===== src/common/slot_regs_defs.vh =====
// slot_regs_defs.vh: offsets, field positions and reset values for the slot status block
// assumes inclusion by bare name from the design file
`ifndef SLOT_REGS_DEFS_VH
`define SLOT_REGS_DEFS_VH

// register byte offsets
`define OFF_SLOT_WORD 8'hd8
`define OFF_DEVCAP2 8'he4
`define OFF_DEVCTL2 8'he8
`define OFF_LINKCAP2 8'hec
`define OFF_SLOT_CTL 8'hd4
`define OFF_IRQ_STATUS 8'hf0
`define OFF_IRQ_MASK 8'hf4
`define OFF_STRAP 8'hf8

// slot status field positions (within the d8 word)
`define B_BUTTON 16
`define B_PWR_FAULT 17
`define B_LATCH_CHG 18
`define B_PRES_CHG 19
`define B_CMD_DONE 20
`define B_LATCH_ST 21
`define B_PRES_ST 22
`define B_DLL_CHG 24

// slot control enable positions
`define C_BUTTON_EN 0
`define C_PWR_FAULT_EN 1
`define C_LATCH_EN 2
`define C_PRES_EN 3
`define C_CMD_EN 4
`define C_HP_IRQ_EN 5
`define C_DLL_EN 12
`define SLOT_CTL_MASK 16'h103f

// capability and control fields
`define B_LTR_SUP 11
`define B_FC_LTR 12
`define B_OBFF_LO 18
`define B_OBFF_HI 19
`define B_LTR_EN 10
`define B_OBFF_EN_LO 13
`define B_OBFF_EN_HI 14

// interrupt status bit count and reset values
`define N_EVT 6
`define EVT_ZERO 6'h00
`define CTL_RESET 16'h0000
`define OBFF_RESET 2'h0
`define WORD_ZERO 32'h00000000
`define SYNC_ZERO 3'h0
// synchroniser reset pattern: only the slot-implemented stage starts high
`define SYNC_RESET 7'h40
`endif


===== src/slot_status_devcap2_regs.v =====
// slot_status_devcap2_regs.v: hot-plug slot status, device caps/control 2 and link caps 2 over apb
// assumes slot sensors and strap inputs are asynchronous; pulse events are at least 3 pclk long
//
// Behaviour
// - The attention-button flag at bit 16 sets on a press, resets to zero and clears on a write of one.
// - The power-fault flag at bit 17 sets on a detected fault, resets to zero and clears on a write of one.
// - The latch-changed flag at bit 18 sets on a latch sensor change, resets to zero and ignores writes.
// - The presence-changed flag at bit 19 sets on a presence change, resets to zero and clears on a write of one.
// - The command-completed flag at bit 20 sets when a command finishes, resets to zero and clears on a write of one.
// - Bit 21 mirrors the latch sensor, zero closed and one open, resetting to zero.
// - Bit 22 reports card presence, zero empty and one present, resetting to zero.
// - With no slot implemented the presence state bit reads one once its synchroniser settles, but zero straight after reset.
// - The link-active-changed flag at bit 24 sets on any change of link-active and clears on a write of one.
// - Device capabilities 2 bit 11 reads one, bit 12 resets to zero and takes a loaded value, and other unlisted fields read zero.
// - Bits 19:18 report buffer flush support, reset to zero, replaceable by a loaded value.
// - Device control 2 has read-write bit 10 and bits 14:13, resetting to zero, all else reads zero.
// - A hot-plug interrupt fires only when the event enable and the global hot-plug enable are both set.
//
// Chosen here: the APB slave port.
`include "slot_regs_defs.vh"
`timescale 1ns/1ps
`default_nettype none

module slot_status_devcap2_regs (
  input wire pclk, // 100 mhz bus clock
  input wire presetn, // async reset, active low
  input wire psel, // apb select
  input wire penable, // apb access phase
  input wire pwrite, // apb direction
  input wire [7:0] paddr, // apb byte address
  input wire [31:0] pwdata, // apb write data
  output reg [31:0] prdata, // apb read data
  output reg pready, // apb ready
  output reg pslverr, // apb error, unmapped address
  input wire button_in, // attention button pressed
  input wire pwr_fault_in, // power fault detected
  input wire latch_open_in, // retention latch sensor, 1 open
  input wire card_present_in, // card presence sensor
  input wire cmd_done_in, // hot-plug command finished
  input wire link_active_in, // data link layer link active
  input wire slot_impl_in, // slot implemented capability
  output reg hp_irq, // hot-plug interrupt from slot control
  output reg irq // summary interrupt from status and mask
);

  // register map, byte offsets on the 8-bit paddr:
  //   d4 slot control enables, d8 slot status flags and live sensor state
  //   e4 device capabilities 2, e8 device control 2 with status 2 above it
  //   ec link capabilities 2, all zero
  //   f0 summary status (w1c), f4 summary mask, both in the six-bit event layout
  //   f8 load register standing in for the serial-bus or eeprom override
  // any other offset answers with pslverr, reads zero and drops the write
  // the summary pair duplicates the slot flags for a plain level interrupt,
  // so clearing one of them never clears the other

  // sensor index into the synchroniser vector
  localparam S_BUT = 0;
  localparam S_PWR = 1;
  localparam S_LAT = 2;
  localparam S_PRS = 3;
  localparam S_CMD = 4;
  localparam S_DLL = 5;
  localparam S_IMP = 6;
  localparam NS = 7;

  wire [NS-1:0] raw_in;
  assign raw_in = {slot_impl_in, link_active_in, cmd_done_in, card_present_in,
                   latch_open_in, pwr_fault_in, button_in};

  // three-flop synchronisers; a level counts once stages two and three agree
  // the slot-implemented stages leave reset high, so presence state reads zero
  // straight after reset instead of the forced one of a slotless port
  // a pin change reaches stable_r four edges later; shorter pulses may be lost
  localparam [NS-1:0] SYNC_INIT = `SYNC_RESET;
  reg [NS-1:0] sync1_r;
  reg [NS-1:0] sync2_r;
  reg [NS-1:0] sync3_r;
  reg [NS-1:0] stable_r;
  reg [NS-1:0] stable_d_r;
  genvar g;
  generate
    for (g = 0; g < NS; g = g + 1) begin : g_sync
      always @(posedge pclk or negedge presetn) begin
        if (!presetn) begin
          sync1_r[g] <= SYNC_INIT[g];
          sync2_r[g] <= SYNC_INIT[g];
          sync3_r[g] <= SYNC_INIT[g];
          stable_r[g] <= SYNC_INIT[g];
          stable_d_r[g] <= SYNC_INIT[g];
        end else begin
          sync1_r[g] <= raw_in[g];
          sync2_r[g] <= sync1_r[g];
          sync3_r[g] <= sync2_r[g];
          if (sync2_r[g] == sync3_r[g]) begin
            stable_r[g] <= sync3_r[g];
          end
          stable_d_r[g] <= stable_r[g];
        end
      end
    end
  endgenerate

  // event pulses: rising edge for button/fault/command, any edge for latch/presence/link
  // edges come from the agreed level, so a glitch shorter than two clocks is no event
  wire ev_but;
  wire ev_pwr;
  wire ev_lat;
  wire ev_prs;
  wire ev_cmd;
  wire ev_dll;
  assign ev_but = stable_r[S_BUT] & ~stable_d_r[S_BUT];
  assign ev_pwr = stable_r[S_PWR] & ~stable_d_r[S_PWR];
  assign ev_lat = stable_r[S_LAT] ^ stable_d_r[S_LAT];
  assign ev_prs = stable_r[S_PRS] ^ stable_d_r[S_PRS];
  assign ev_cmd = stable_r[S_CMD] & ~stable_d_r[S_CMD];
  assign ev_dll = stable_r[S_DLL] ^ stable_d_r[S_DLL];

  // apb decode; one wait state, so every access spans two psel&penable edges
  // acc_first marks the opening edge, acc_last the edge at which pready is high
  // writes land once, at acc_last, so a w1c clear also wipes an event
  // that set its flag at the opening edge of the same access
  wire acc;
  wire acc_first;
  wire acc_last;
  wire wr;
  wire rd;
  assign acc = psel & penable;
  assign acc_first = acc & ~pready;
  assign acc_last = acc & pready;
  assign wr = acc_last & pwrite;
  assign rd = acc_first & ~pwrite;

  // address decode; offsets compare whole, so misaligned addresses miss

  wire hit_slot;
  wire hit_cap;
  wire hit_ctl;
  wire hit_lcap;
  wire hit_sctl;
  wire hit_ist;
  wire hit_imsk;
  wire hit_strap;
  wire mapped;
  assign hit_slot = (paddr == `OFF_SLOT_WORD);
  assign hit_cap = (paddr == `OFF_DEVCAP2);
  assign hit_ctl = (paddr == `OFF_DEVCTL2);
  assign hit_lcap = (paddr == `OFF_LINKCAP2);
  assign hit_sctl = (paddr == `OFF_SLOT_CTL);
  assign hit_ist = (paddr == `OFF_IRQ_STATUS);
  assign hit_imsk = (paddr == `OFF_IRQ_MASK);
  assign hit_strap = (paddr == `OFF_STRAP);
  assign mapped = hit_slot | hit_cap | hit_ctl | hit_lcap | hit_sctl | hit_ist | hit_imsk | hit_strap;

  // slot status sticky flags
  reg flag_but_r;
  reg flag_pwr_r;
  reg flag_lat_r;
  reg flag_prs_r;
  reg flag_cmd_r;
  reg flag_dll_r;
  wire slot_w1c;
  assign slot_w1c = wr & hit_slot;

  // per-flag clear strobes; a zero in the write data leaves its flag alone
  wire clr_but;
  wire clr_pwr;
  wire clr_prs;
  wire clr_cmd;
  wire clr_dll;
  assign clr_but = slot_w1c & pwdata[`B_BUTTON];
  assign clr_pwr = slot_w1c & pwdata[`B_PWR_FAULT];
  assign clr_prs = slot_w1c & pwdata[`B_PRES_CHG];
  assign clr_cmd = slot_w1c & pwdata[`B_CMD_DONE];
  assign clr_dll = slot_w1c & pwdata[`B_DLL_CHG];

  // set wins over clear so no event is lost at the edge where a clearing write lands
  always @(posedge pclk or negedge presetn) begin
    if (!presetn) begin
      flag_but_r <= 1'b0;
      flag_pwr_r <= 1'b0;
      flag_lat_r <= 1'b0;
      flag_prs_r <= 1'b0;
      flag_cmd_r <= 1'b0;
      flag_dll_r <= 1'b0;
    end else begin
      flag_but_r <= ev_but | (flag_but_r & ~clr_but);
      flag_pwr_r <= ev_pwr | (flag_pwr_r & ~clr_pwr);
      // the latch flag has no software clear; only a reset returns it to zero
      flag_lat_r <= ev_lat | flag_lat_r;
      flag_prs_r <= ev_prs | (flag_prs_r & ~clr_prs);
      flag_cmd_r <= ev_cmd | (flag_cmd_r & ~clr_cmd);
      flag_dll_r <= ev_dll | (flag_dll_r & ~clr_dll);
    end
  end

  // slot control enables (low half of d8 word lives at its own offset here)
  // only the enable bits are kept; indicator and power-control fields live elsewhere
  reg [15:0] slot_ctl_r;
  reg ltr_en_r;
  reg [1:0] obff_en_r;
  reg [1:0] obff_sup_r;
  reg fc_ltr_r;
  always @(posedge pclk or negedge presetn) begin
    if (!presetn) begin
      slot_ctl_r <= `CTL_RESET;
      ltr_en_r <= 1'b0;
      obff_en_r <= `OBFF_RESET;
      obff_sup_r <= `OBFF_RESET;
      fc_ltr_r <= 1'b0;
    end else begin
      if (wr && hit_sctl) begin
        slot_ctl_r <= pwdata[15:0] & `SLOT_CTL_MASK;
      end
      if (wr && hit_ctl) begin
        ltr_en_r <= pwdata[`B_LTR_EN];
        obff_en_r <= pwdata[`B_OBFF_EN_HI:`B_OBFF_EN_LO];
      end
      // management load port stands in for the serial bus / eeprom override
      if (wr && hit_strap) begin
        obff_sup_r <= pwdata[`B_OBFF_HI:`B_OBFF_LO];
        fc_ltr_r <= pwdata[`B_FC_LTR];
      end
    end
  end

  // generic interrupt status (w1c) and mask, bit order: but pwr lat prs cmd dll
  wire [`N_EVT-1:0] ev_vec;
  assign ev_vec = {ev_dll, ev_cmd, ev_prs, ev_lat, ev_pwr, ev_but};
  // summary clears follow the same set-wins order as the slot flags
  wire [`N_EVT-1:0] ist_clr;
  assign ist_clr = (wr && hit_ist) ? pwdata[`N_EVT-1:0] : `EVT_ZERO;
  reg [`N_EVT-1:0] ist_r;
  reg [`N_EVT-1:0] imsk_r;
  always @(posedge pclk or negedge presetn) begin
    if (!presetn) begin
      ist_r <= `EVT_ZERO;
      imsk_r <= `EVT_ZERO;
    end else begin
      ist_r <= ev_vec | (ist_r & ~ist_clr);
      if (wr && hit_imsk) begin
        imsk_r <= pwdata[`N_EVT-1:0];
      end
    end
  end

  // per-event hot-plug requests, each gated by its own enable in slot control
  wire hp_but;
  wire hp_pwr;
  wire hp_lat;
  wire hp_prs;
  wire hp_cmd;
  wire hp_dll;
  assign hp_but = flag_but_r & slot_ctl_r[`C_BUTTON_EN];
  assign hp_pwr = flag_pwr_r & slot_ctl_r[`C_PWR_FAULT_EN];
  assign hp_lat = flag_lat_r & slot_ctl_r[`C_LATCH_EN];
  assign hp_prs = flag_prs_r & slot_ctl_r[`C_PRES_EN];
  assign hp_cmd = flag_cmd_r & slot_ctl_r[`C_CMD_EN];
  assign hp_dll = flag_dll_r & slot_ctl_r[`C_DLL_EN];

  // the global enable gates them all; the flags themselves stay set while it is low
  wire hp_any;
  assign hp_any = slot_ctl_r[`C_HP_IRQ_EN] & (hp_but | hp_pwr | hp_lat | hp_prs | hp_cmd | hp_dll);

  // registered interrupt outputs
  // one clock behind the flags, so both outputs come straight from flip-flops
  always @(posedge pclk or negedge presetn) begin
    if (!presetn) begin
      hp_irq <= 1'b0;
      irq <= 1'b0;
    end else begin
      hp_irq <= hp_any;
      irq <= |(ist_r & imsk_r);
    end
  end

  // slot status word; bits 15:0, 23 and 31:25 stay zero
  reg [31:0] slot_word;
  always @* begin
    slot_word = `WORD_ZERO;
    slot_word[`B_BUTTON] = flag_but_r;
    slot_word[`B_PWR_FAULT] = flag_pwr_r;
    slot_word[`B_LATCH_CHG] = flag_lat_r;
    slot_word[`B_PRES_CHG] = flag_prs_r;
    slot_word[`B_CMD_DONE] = flag_cmd_r;
    slot_word[`B_LATCH_ST] = stable_r[S_LAT];
    // a port without a slot reports a card as present once its synchroniser settles after reset
    slot_word[`B_PRES_ST] = stable_r[S_PRS] | ~stable_r[S_IMP];
    slot_word[`B_DLL_CHG] = flag_dll_r;
  end

  // device capabilities 2; only the support bit and the loadable fields are live
  reg [31:0] cap_word;
  always @* begin
    cap_word = `WORD_ZERO;
    cap_word[`B_LTR_SUP] = 1'b1;
    cap_word[`B_FC_LTR] = fc_ltr_r;
    cap_word[`B_OBFF_HI:`B_OBFF_LO] = obff_sup_r;
  end

  // device control 2 in the low half; device status 2 above it reads zero
  reg [31:0] ctl_word;
  always @* begin
    ctl_word = `WORD_ZERO;
    ctl_word[`B_LTR_EN] = ltr_en_r;
    ctl_word[`B_OBFF_EN_HI:`B_OBFF_EN_LO] = obff_en_r;
  end

  // read mux; unmapped offsets and reserved bits read zero
  reg [31:0] rdata_nxt;
  always @* begin
    rdata_nxt = `WORD_ZERO;
    if (hit_slot) begin
      rdata_nxt = slot_word;
    end else if (hit_cap) begin
      rdata_nxt = cap_word;
    end else if (hit_ctl) begin
      rdata_nxt = ctl_word;
    end else if (hit_sctl) begin
      rdata_nxt[15:0] = slot_ctl_r;
    end else if (hit_ist) begin
      rdata_nxt[`N_EVT-1:0] = ist_r;
    end else if (hit_imsk) begin
      rdata_nxt[`N_EVT-1:0] = imsk_r;
    end else if (hit_strap) begin
      rdata_nxt[`B_FC_LTR] = fc_ltr_r;
      rdata_nxt[`B_OBFF_HI:`B_OBFF_LO] = obff_sup_r;
    end
  end

  // one-wait answer: pready rises the cycle after the access phase opens
  // prdata is taken at the opening edge and holds until the next read
  always @(posedge pclk or negedge presetn) begin
    if (!presetn) begin
      prdata <= `WORD_ZERO;
      pready <= 1'b0;
      pslverr <= 1'b0;
    end else begin
      pready <= acc_first;
      pslverr <= acc_first & ~mapped;
      if (rd) begin
        prdata <= rdata_nxt;
      end
    end
  end

endmodule // slot_status_devcap2_regs

`default_nettype wire


===== config.mk =====
export PLATFORM = sky130hd
export DESIGN_NAME = slot_status_devcap2_regs
export DESIGN_NICKNAME = d
export VERILOG_FILES = /design/src/slot_status_devcap2_regs.v
export VERILOG_INCLUDE_DIRS = /design/src /design/src/common
export SDC_FILE = /design/constraint.sdc
export NUM_CORES = 1
export LEC_CHECK = 0
export ABC_AREA = 1
export BUFFER_PORTS_ARGS = -buffer_cell sky130_fd_sc_hd__buf_2
export CORE_MARGIN = 2
export CORE_UTILIZATION = 39
export CTS_BUF_LIST = sky130_fd_sc_hd__clkbuf_8 sky130_fd_sc_hd__clkbuf_16
export DETAILED_ROUTE_END_ITERATION = 6
export GPL_TIMING_DRIVEN = 0
export PLACE_DENSITY = 0.58
export SETUP_SLACK_MARGIN = 0.3
export SKIP_LAST_GASP = 1
export SLEW_MARGIN = 20
export SYNTH_ARGS = -nofsm -noshare
export SYNTH_HDL_FRONTEND = slang
export SYNTH_SLANG_ARGS = --single-unit

===== constraint.sdc =====
create_clock -name pclk -period 2.6 [get_ports pclk]
set_input_delay 0.26 -clock pclk [delete_from_list [all_inputs] [get_ports pclk]]
set_output_delay 0.26 -clock pclk [all_outputs]
set_load 0.02 [all_outputs]

After elaboration in Yosys (flattened, before gate mapping)
Cells that the tools add are included.
{"block": "classes", "n_bitwise": 65, "n_eq_ne": 15, "n_reduce_logical": 6, "n_addsub": 0, "div": 0, "magnitude_cmp": 0, "shift": 0, "n_mux": 16, "n_mul": 0}
{"op": "8-bit == test (second input constant)", "count": 8}
{"op": "1-bit AND", "count": 27}
{"op": "25-bit two-way mux", "count": 1}
{"op": "6-bit two-way mux", "count": 4}
{"op": "20-bit two-way mux", "count": 1}
{"op": "1-bit bitwise OR", "count": 19}
{"op": "15-bit two-way mux", "count": 1}
{"op": "6-bit AND", "count": 2}
{"op": "1-bit NOT", "count": 12}
{"op": "2-bit two-way mux", "count": 5}
{"op": "1-bit == test", "count": 7}
{"op": "6-bit NOT", "count": 1}
{"op": "6-bit bitwise OR", "count": 1}
{"op": "6-bit OR reduction", "count": 1}
{"op": "1-bit logical AND", "count": 5}
{"op": "1-bit two-way mux", "count": 4}
{"op": "1-bit bitwise XOR", "count": 3}
{"block": "totals", "romBits": 0, "mem_bits_rw": 0, "elab_cells": 154, "inputBits": 52, "output_inout_bits": 36, "mem_count": 0, "latch_bits": 0, "regBits": 101}

Logic depth before layout (Yosys ltp)
Gate-level depths: netlist of the first run.
{"block": "depth", "word_depth": 10, "ltp_mapped": 8, "mapped_depth_nobuf": 8}

Worst setup path after synthesis of the first run
OpenSTA, ideal clock, no wires.
{"block": "synth_timing", "kind": "reg-to-reg", "start": "reg pready", "end": "reg prdata[22]", "setup_slack_ns": 1.254, "n_path_buf": 2, "stages_incl_launch_ff": 7, "t_required_ns": 2.477, "setup_time_ns": 0.123, "period_less_slack_ns": 1.346, "t_arrival_ns": 1.223, "path_cell_list": "dfrtp_1 nor3_2 inv_2 buf_6 buf_6 nand2_1 nand2_1"}
{"block": "synth_between", "elab_chain_cells": 3}
{"element": "from (decl)", "line_no": "slot_status_devcap2_regs.v:33", "source": "output reg pready,"}
{"element": "from (signal assigned)", "line_no": "slot_status_devcap2_regs.v:338", "source": "pready <= acc_first;"}
{"element": "1-bit NOT", "line_no": "slot_status_devcap2_regs.v:128", "source": "assign acc_first = acc & ~pready;"}
{"element": "1-bit AND", "line_no": "slot_status_devcap2_regs.v:128"}
{"element": "1-bit AND", "line_no": "slot_status_devcap2_regs.v:131", "source": "assign rd = acc_first & ~pwrite;"}
{"element": "to (signal assigned)", "line_no": "slot_status_devcap2_regs.v:334", "source": "prdata <= `WORD_ZERO;"}
{"element": "to (signal assigned)", "line_no": "slot_status_devcap2_regs.v:341", "source": "prdata <= rdata_nxt;"}
{"element": "to (decl)", "line_no": "slot_status_devcap2_regs.v:32", "source": "output reg [31:0] prdata,"}
Every way passes these cells.
A chain may end at the register's enable or synchronous reset.

Worst setup path in the final report of the first run
{"block": "layout_timing", "start": "reg pready", "end": "reg prdata[4]"}
The elaborated chain is that of the path after synthesis.

==> results.md, run 1 <==
- Outcome: complete, no violations
- GRT Total Usage: 16.3%
- Max_cap viols: 0
- IO Pins: 88
- Fmax achieved: 697 MHz
- Unrepaired setup endpoints after global routing: no
- Worst reg-to-reg setup slack: 1.17 ns
- Design Area, Final: 4420 sq um
- Clk_lat worst skew: 0.36 ns
- Drt drc: 0
- # port buffers: 58
- Synth cell types: 25
- Largest delay share family, worst path: simple AND/OR/NAND/NOR gates
- Clock skew: 0.0130 ns
- Area growth, synth to finish: 22.4%
- Cell count after placement: 552
- Clock Sink Count: 88
- Slew headroom: 51.7%
- Setup slack after layout: 1.17 ns
- Initial antenna violation count: 0
- Die Area: 10100 sq um
- Post-placement worst setup slack: 0.919 ns
- CTS max path bufs: 2
- FF+latch count, synth: 88
- Worst Hold Slack: 0.137 ns
- Final period util: 55.2%
- CTS tree: yes
- Detail Route Antenna Nets: 0
- Yosys top cell area share: 58.1%
- Hold Fails Final Rpt: 0
- WHS Path Cells: 3
- P_int: 2.05 mW
- Seq/Total Area, Yosys: 61.0%
- Critical path depth: 6
- Starting DRC count in detailed routing: 124
- Post-CTS Repair Setup Buffers: 0
- Sw frac: 24.4%
- Cells after Synth: 370
- Post-DR wirelength/cell: 13.0 um
- Clk pwr share: 39.8%
- Comb power frac: 7.2%
- Row count: 35
- Final wirelength: 7.48 mm
- Count leader, synth: nand2_1
- Dpl hpwl: 5.47 mm
- Synth top cells by count: 131 x nand2_1, 84 x dfrtp_1, 37 x nand3_1, 24 x inv_1, 15 x buf_4
- Slew @ Worst Pin: 0.724 ns
- Largest net degree at the start of global routing: 57
- Worst-path maximum fanout: 10
- Crit path launch type: flop
- Pins Over Slew Limit: 0
- CTS Buf Count: 9
- Worst EP required: 2.86 ns
- Number of synthesized flops with an enable pin: 0
- Placer Congestion: 0.841
- Die Y: 100 um
- Buf/Inv on CP: 3
- DR pass1 iterations: 4
- Final nets: 512
- Share of cells above drive strength 1: 26.7%
- Clk slew on worst S/H paths: 0.09 ns
- Tmin final: 1.43 ns
- Drt via density: 4.64
- Horiz. Die Dim: 100 um
- Peak supply drop: 410 uV
- Cells along the critical path: nor3_2 -> inv_2 -> buf_6 -> buf_6 -> nand2_1 -> nand2_1
- Effective utilization at floorplan: 39.7%
- Critical Path AT: 1.69 ns
- Synth area leader: dfrtp_1
- Setup TNS Final: 0 ns
- RR Endpoint: prdata[4]
- Synth warn: 0
- Reg-to-reg startpoint: pready
- # setup viols final: 0
- CTS root buf: clkbuf_8
- Net load switching power: 0.663 mW
- Syn_area_per_cell: 9.77 sq um
- Post-Syn Area: 3620 sq um
- Pwr Density: 614 nW/um^2
- Setup CP Type: reg2reg
- FF-to-FF path depth: 6
- Area contributors post-synth: dfrtp_1 58%, nand2_1 14%, nand3_1 5.1%
- Leakage power: 2.29 nW
- Diode count: 0
- H-tree Lvls: 3
- Hold Crit Class: in2reg
- Post-placement cell area: 4110 sq um
- Hold path startpoint: pwdata[12]
- Placeable Area: 9110 sq um
- Worst path slowest cell: dfrtp_1
- Async SR Flop Fraction: 100%
- Setup crit end kind: flop
- Sequential share of power: 53.0%
- First-pass GRT wire length: 12.6 mm
- Finished Layout Cells: 576
- Most used flip-flop cell after synthesis: dfrtp_1
- Gr ovfl total: 0
- Max stage delay on crit path: 0.43 ns
- Via Count: 2675
- Vias in the first global route: 2623
- Hold worst-path end: slot_ctl_r[12]
## power by group through the flow
stage                     clock network (mW)  registers, mW  logic, mW
after floorplan                            0           1.47     0.0957
after global placement                     0           1.46      0.184
after detailed placement                   0           1.47      0.191
after CTS                               1.11           1.44      0.200
after global routing                    1.19           1.44      0.221
final                                   1.08           1.44      0.196
## routing by layer
metal  share of wire (%)  wire, um  track usage (%)
met4                 1.7       124             5.90
met1                  45      3400             22.0
met3                 5.3       393             3.27
met2                  48      3560             26.1
met5                   0         0                0
## worst reg2reg max path: cells and delay by family, from the launching register on
family | cells | cell delay [ns]
buf+inv | 3 | 0.41
flops | 1 | 0.43
simple gates | 3 | 0.50
## state kept, by name (all words and copies together) (netlist names), 2 cells and up
name        flops
imsk_r          6
ist_r           6
obff_en_r       2
obff_sup_r      2
prdata         19
slot_ctl_r      7
stable_d_r      6
stable_r        6
sync1_r         7
sync2_r         7
sync3_r         7
## final cells by class
| type | count | area [sq um] |
|---|---|---|
| fill | 901 | 4680 |
| sequential | 88 | 2210 |
| multi-input combinational | 247 | 1190 |
| timing repair buffer | 67 | 393 |
| buffer | 20 | 163 |
| tap | 111 | 139 |
| clock buffer | 9 | 124 |
| clock inverter | 7 | 108 |
| inverter | 27 | 101 |
## worst max-delay path by stage
stage	startpoint	end	slack [ns]
after floorplan	pready	prdata[22]	1.25
after global placement	presetn	sync1_r[3]	0.48
after detailed placement	paddr[0]	ist_r[5]	0.92
after CTS	pready	prdata[24]	1.16
after global routing	pready	ist_r[5]	1.06
final	pready	prdata[4]	1.17
## cells in the final DEF (no fill, tap or decap), types with 3 or more instances in the layout
| cell | count |
|---|---|
| a22o_1 | 3 |
| buf_2 | 58 |
| buf_4 | 16 |
| buf_6 | 4 |
| clkbuf_8 | 9 |
| conb_1 | 13 |
| dfrtp_1 | 84 |
| dfstp_2 | 4 |
| dlygate4sd3_1 | 8 |
| inv_1 | 24 |
| inv_2 | 3 |
| maj3_1 | 7 |
| nand2_1 | 131 |
| nand2_2 | 4 |
| nand3_1 | 37 |
| nor2_1 | 12 |
| nor2_2 | 4 |
| nor2_4 | 5 |
| o21a_1 | 4 |
| o21ai_0 | 12 |
| o21ai_2 | 6 |
| xnor2_1 | 3 |
## timing repair
item | 4_1_cts | 5_1_grt
endpoints found under the hold margin | 57 | 0
hold buffers | 8 | 0
gates resized for setup | 0 | 0
## cells by family (layout without fill, tap and decap cells)
logic type / Yosys count / in the layout / synth area share (%)
xor gates and xnor gates: 3 / 3 / 0.727
other: 1 / 13 / 0.104
buffers and inverters: 47 / 130 / 7.30
DFF: 88 / 88 / 61.0
AOI/OAI and AO/OA: 27 / 27 / 4.95
adders and majority gates: 7 / 7 / 1.94
and+or+nand+nor: 197 / 197 / 23.9
## stage by stage
step / total power [mW] / utilization, %
floorplan: 1.57 / -
finish: 2.72 / 48.6
CTS: 2.75 / 48.6
global placement: 1.65 / 44.9
detailed placement: 1.66 / 45.2
global route: 2.85 / 48.6
Note: power is estimated with default switching activity, not from simulation.
==> run 2, diff against run 1 <==
- PLACE_DENSITY: 0.58 -> 0.61
- clock period: 2.6 -> 1.2 ns (I/O delays scaled with it)
==> results.md, run 2 (synthesized netlist as in run 1, its figures left out) <==
- Final nets: 563
- Clk pwr share: 37.1%
- Net load switching power: 1.45 mW
- CTS tree: yes
- Clock Sink Count: 88
- H-tree Lvls: 3
- Reg-to-reg startpoint: pready
- Vias in the first global route: 2916
- Die Y: 100 um
- Drt drc: 0
- # port buffers: 58
- Worst reg-to-reg setup slack: -0.11 ns
- Worst path slowest cell: dfrtp_2
- Sequential share of power: 53.8%
- Row count: 35
- Biggest register: prdata
- Diode count: 0
- Setup CP Type: reg2reg
- Final period util: 109%
- Worst EP required: 1.44 ns
- Slew @ Worst Pin: 0.690 ns
- Sw frac: 25.0%
- Worst-path maximum fanout: 5
- Max_cap viols: 0
- Post-placement worst setup slack: -0.234 ns
- Max stage delay on crit path: 0.45 ns
- Die Area: 10100 sq um
- P_int: 4.36 mW
- Final wirelength: 8.40 mm
- Max reg flops: 19
- Setup TNS Final: -1.34 ns
- Worst Hold Slack: -0.204 ns
- Share of cells above drive strength 1: 41.5%
- CTS max path bufs: 2
- Pins Over Slew Limit: 0
- Setup crit end kind: flop
- Outcome: finished with violations
- Drt via density: 4.61
- Placeable Area: 9110 sq um
- Critical Path AT: 1.55 ns
- Clock skew: 0.0106 ns
- # fillers: 793
- DR pass1 iterations: 4
- Fmax achieved: 764 MHz
- Largest net degree at the start of global routing: 54
- Violated checks: negative hold slack, negative setup slack
- # setup viols final: 32
- Hold Crit Class: in2async
- First-pass GRT wire length: 13.8 mm
- Initial antenna violation count: 0
- Setup slack after layout: -0.109 ns
- IO Pins: 88
- Commonest non-fill, non-tap cell in the layout: nand2_1
- Dpl hpwl: 5.54 mm
- Comb power frac: 9.1%
- Post-DR wirelength/cell: 13.4 um
- FF-to-FF path depth: 6
- Slew headroom: 54.0%
- GRT Total Usage: 17.8%
- Area growth, synth to finish: 45.8%
- Total power draw: 5.81 mW
- Hold-fix buffers at CTS: 18
- Most frequent cells in the layout: 97 x nand2_1, 83 x dfrtp_1, 46 x buf_4
- Crit path launch type: flop
- CTS root buf: clkbuf_8
- Placer Congestion: 0.833
- Clk_lat worst skew: 0.36 ns
- Detail Route Antenna Nets: 0
- Effective utilization at floorplan: 39.7%
- Leakage power: 2.64 nW
- Starting DRC count in detailed routing: 170
- Hold Fails Final Rpt: 52
- Horiz. Die Dim: 100 um
- Unrepaired setup endpoints after global routing: yes
- Tmin final: 1.31 ns
- Gr ovfl total: 0
- Most frequent CP cell: nand2_1
- Pwr Density: 1100 nW/um^2
- Cells along the critical path: nor3_4 -> inv_2 -> buf_6 -> buf_8 -> nand2_1 -> nand2_1
- Clk slew on worst S/H paths: 0.09 ns
- CTS Buf Count: 9
- RR Endpoint: prdata[22]
- Via Count: 2892
- Peak supply drop: 773 uV
- Worst Setup SP: pready
-- run 2: changes by cell type in the layout (fill, tap and decap cells not counted), sizes merged --
| cell | change |
|---|---|
| inv | -2 |
| buf | +41 |
| clkbuf | +1 |
| clkinv | +2 |
| bufinv | -1 |
| dlygate4sd3 | +10 |
-- run 2: stage by stage --
stage / utilization (%) / cell area (sq um) / cells
after floorplan: - / 3720 / 382
after global placement: 45.6 / 4150 / 551
after detailed placement: 45.9 / 4180 / 552
after CTS: 55.7 / 5070 / 614
after global routing: 57.9 / 5270 / 627
final: 57.9 / 5270 / 627
-- run 2: area by class of cell --
type	count	area, sq um	share of cell area, %
well taps	111	139	2.63
clock inverters	6	75.1	1.42
plain buffers	20	174	3.30
inverters	27	104	1.97
flip-flops and latches	88	2210	41.9
clock buffers	10	138	2.61
repair buffers	118	1020	19.4
multi-input cells	247	1410	26.8
-- run 2: repair_timing --
action	4_1_cts	5_1_grt
pin swaps	12	22
gates cloned	4	0
setup endpoints to repair	77	79
setup buffers	24	13
gates resized for setup	80	34
hold endpoints to repair	70	52
-- run 2: how the worst max path moves through the flow --
stage	to	slack, ns	depth (start not counted)
finish	prdata[22]	-0.11	6
floorplan	prdata[22]	-0.07	6
detailed placement	ist_r[2]	-0.23	9
global route	prdata[22]	-0.21	6
CTS	prdata[19]	-0.07	6
global placement	pready	-0.90	1
-- run 2: layer usage --
metal	up-vias	track usage [%]	share of wire [%]	wire length, um
li1	1436	-	-	-
met1	1366	22.6	43	3580
met2	78	29.9	51	4270
met3	12	4.32	4.7	398
met4	0	6.01	1.7	145
met5	-	0	0	0
-- run 2: critical path, delay by kind of cell (launching register included) --
family	cells	cell delay, ns
DFF	1	0.45
buffers and inverters	3	0.37
and+or+nand+nor	3	0.36
-- run 2: power by group through the flow --
stage	combinational (mW)	clock, mW	sequential (mW)
after floorplan	0.214	0	3.19
after global placement	0.405	0	3.17
after detailed placement	0.418	0	3.18
after CTS	0.524	2.23	3.12
after global routing	0.586	2.34	3.14
final	0.531	2.15	3.13
==> run 3, diff against run 2 <==
- SKIP_LAST_GASP: 1 -> not set
==> results.md, run 3 (synthesized netlist as in run 1, its figures left out) <==
- Outcome: finished with violations
- Violated checks: negative hold slack, negative setup slack
- Via Count: 2887
- Pwr Density: 1100 nW/um^2
- CTS Buf Count: 9
- Slew headroom: 53.8%
- Worst-path maximum fanout: 5
- Setup CP Type: reg2reg
- Most frequent CP cell: nand2_1
- Pins Over Slew Limit: 0
- Setup slack after layout: -0.0889 ns
- Post-DR wirelength/cell: 13.4 um
- Max stage delay on crit path: 0.45 ns
- Worst setup path endpoint: prdata[22]
- Vias in the first global route: 2910
- Hold-fix buffers at CTS: 18
- Final nets: 564
- Starting DRC count in detailed routing: 120
- Hold Crit Class: in2async
- # port buffers: 58
- CTS root buf: clkbuf_8
- Max_cap viols: 0
- Die Area: 10100 sq um
- Clk slew on worst S/H paths: 0.09 ns
- Largest delay share family, worst path: flip-flops
- # setup viols final: 32
- GRT Total Usage: 17.8%
- FF-to-FF path depth: 6
- Horiz. Die Dim: 100 um
- Worst path slowest cell: dfrtp_2
- Detail Route Antenna Nets: 0
- Worst Hold Slack: -0.201 ns
- Gr ovfl total: 0
- Clock skew: 0.0103 ns
- Biggest register: prdata
- # fillers: 787
- Placer Congestion: 0.833
- Peak supply drop: 775 uV
- First-pass GRT wire length: 13.8 mm
- Setup crit end kind: flop
- Hold Fails Final Rpt: 52
- CTS max path bufs: 2
- Max reg flops: 19
- Largest net degree at the start of global routing: 54
- Initial antenna violation count: 0
- Most frequent cells in the layout: 94 x nand2_1, 83 x dfrtp_1, 47 x buf_4
- Leakage power: 2.65 nW
- Placeable Area: 9110 sq um
- Slew @ Worst Pin: 0.693 ns
- Finished Layout Cells: 628
- Commonest non-fill, non-tap cell in the layout: nand2_1
- Reg-to-reg startpoint: pready
- Clk_lat worst skew: 0.36 ns
- Clock Sink Count: 88
- Drt drc: 0
- CTS tree: yes
- Cells along the critical path: nor3_4 -> inv_2 -> buf_6 -> buf_8 -> nand2_1 -> nand2_1
- Dpl hpwl: 5.54 mm
- Total power draw: 5.81 mW
- Tmin final: 1.29 ns
- H-tree Lvls: 3
- Fmax achieved: 776 MHz
- IO Pins: 88
- Share of cells above drive strength 1: 42.4%
- Crit path launch type: flop
- Worst Setup SP: pready
- Critical Path AT: 1.54 ns
- RR Endpoint: prdata[22]
- Final wirelength: 8.40 mm
- Diode count: 0
- Worst reg-to-reg setup slack: -0.09 ns
- Final period util: 107%
- Critical path depth: 6
- Buf/Inv on CP: 3
- Effective utilization at floorplan: 39.7%
- Row count: 35
- Drt via density: 4.60
- Area growth, synth to finish: 46.3%
- Cell count after placement: 552
- Worst EP required: 1.45 ns
- DR pass1 iterations: 4
- Die Y: 100 um
- Unrepaired setup endpoints after global routing: yes
[run 3: final cells by class]
cell class	instances	area, sq um	area share (%)
sequential	88	2210	41.7
multi-input combinational	247	1420	26.9
timing repair buffer	119	1030	19.5
buffer	20	174	3.29
tap	111	139	2.62
clock buffer	10	138	2.60
inverter	27	104	1.96
clock inverter	6	75.1	1.42
[run 3: worst min-delay path by stage]
stage | endpoint | slack (ns) | startpoint | cells after the start
after floorplan | fc_ltr_r | -0.18 | presetn | 0
after global placement | sync1_r[6] | 0.22 | slot_impl_in | 1
after detailed placement | slot_ctl_r[12] | 0.22 | presetn | 1
after CTS | slot_ctl_r[0] | -0.18 | presetn | 1
after global routing | sync2_r[0] | -0.15 | presetn | 1
final | pslverr | -0.20 | presetn | 1
[run 3: routing by layer]
metal	global-route usage, %	wire, um	share of wire, %
met1	22.6	3670	44
met2	30.0	4240	51
met3	4.18	333	4.0
met4	5.90	152	1.8
met5	0	0	0
[run 3: what timing repair did]
item	CTS	global route
hold endpoints to repair	70	52
endpoints found under the setup margin	77	79
resized for setup	82	37
buffers inserted	24	14
pin swaps	14	25
gates cloned	4	0
[run 3: worst register-to-register path: cells and delay by family, from the launching register on]
| kind | cells | cell delay [ns] |
|---|---|---|
| buf+inv | 3 | 0.37 |
| flops | 1 | 0.45 |
| simple gates | 3 | 0.35 |
[run 3: where the power goes]
group / total [mW] / switching, mW / internal [mW] / leakage, nW
registers: 3.13 / 0.0589 / 3.07 / 1.06
logic: 0.532 / 0.287 / 0.245 / 1.48
clock network: 2.16 / 1.11 / 1.05 / 0.105
[run 3: stage by stage]
step	worst slack [ns]	cell area [sq um]	TNS [ns]	util, %
after CTS	-0.0718	5080	-1.64	55.7
after global placement	-0.897	4150	-68.50	45.6
after floorplan	-0.0729	3720	-0.878	-
after detailed placement	-0.234	4180	-4.47	45.9
after global routing	-0.190	5290	-4.46	58.1
final	-0.0889	5290	-1.32	58.1
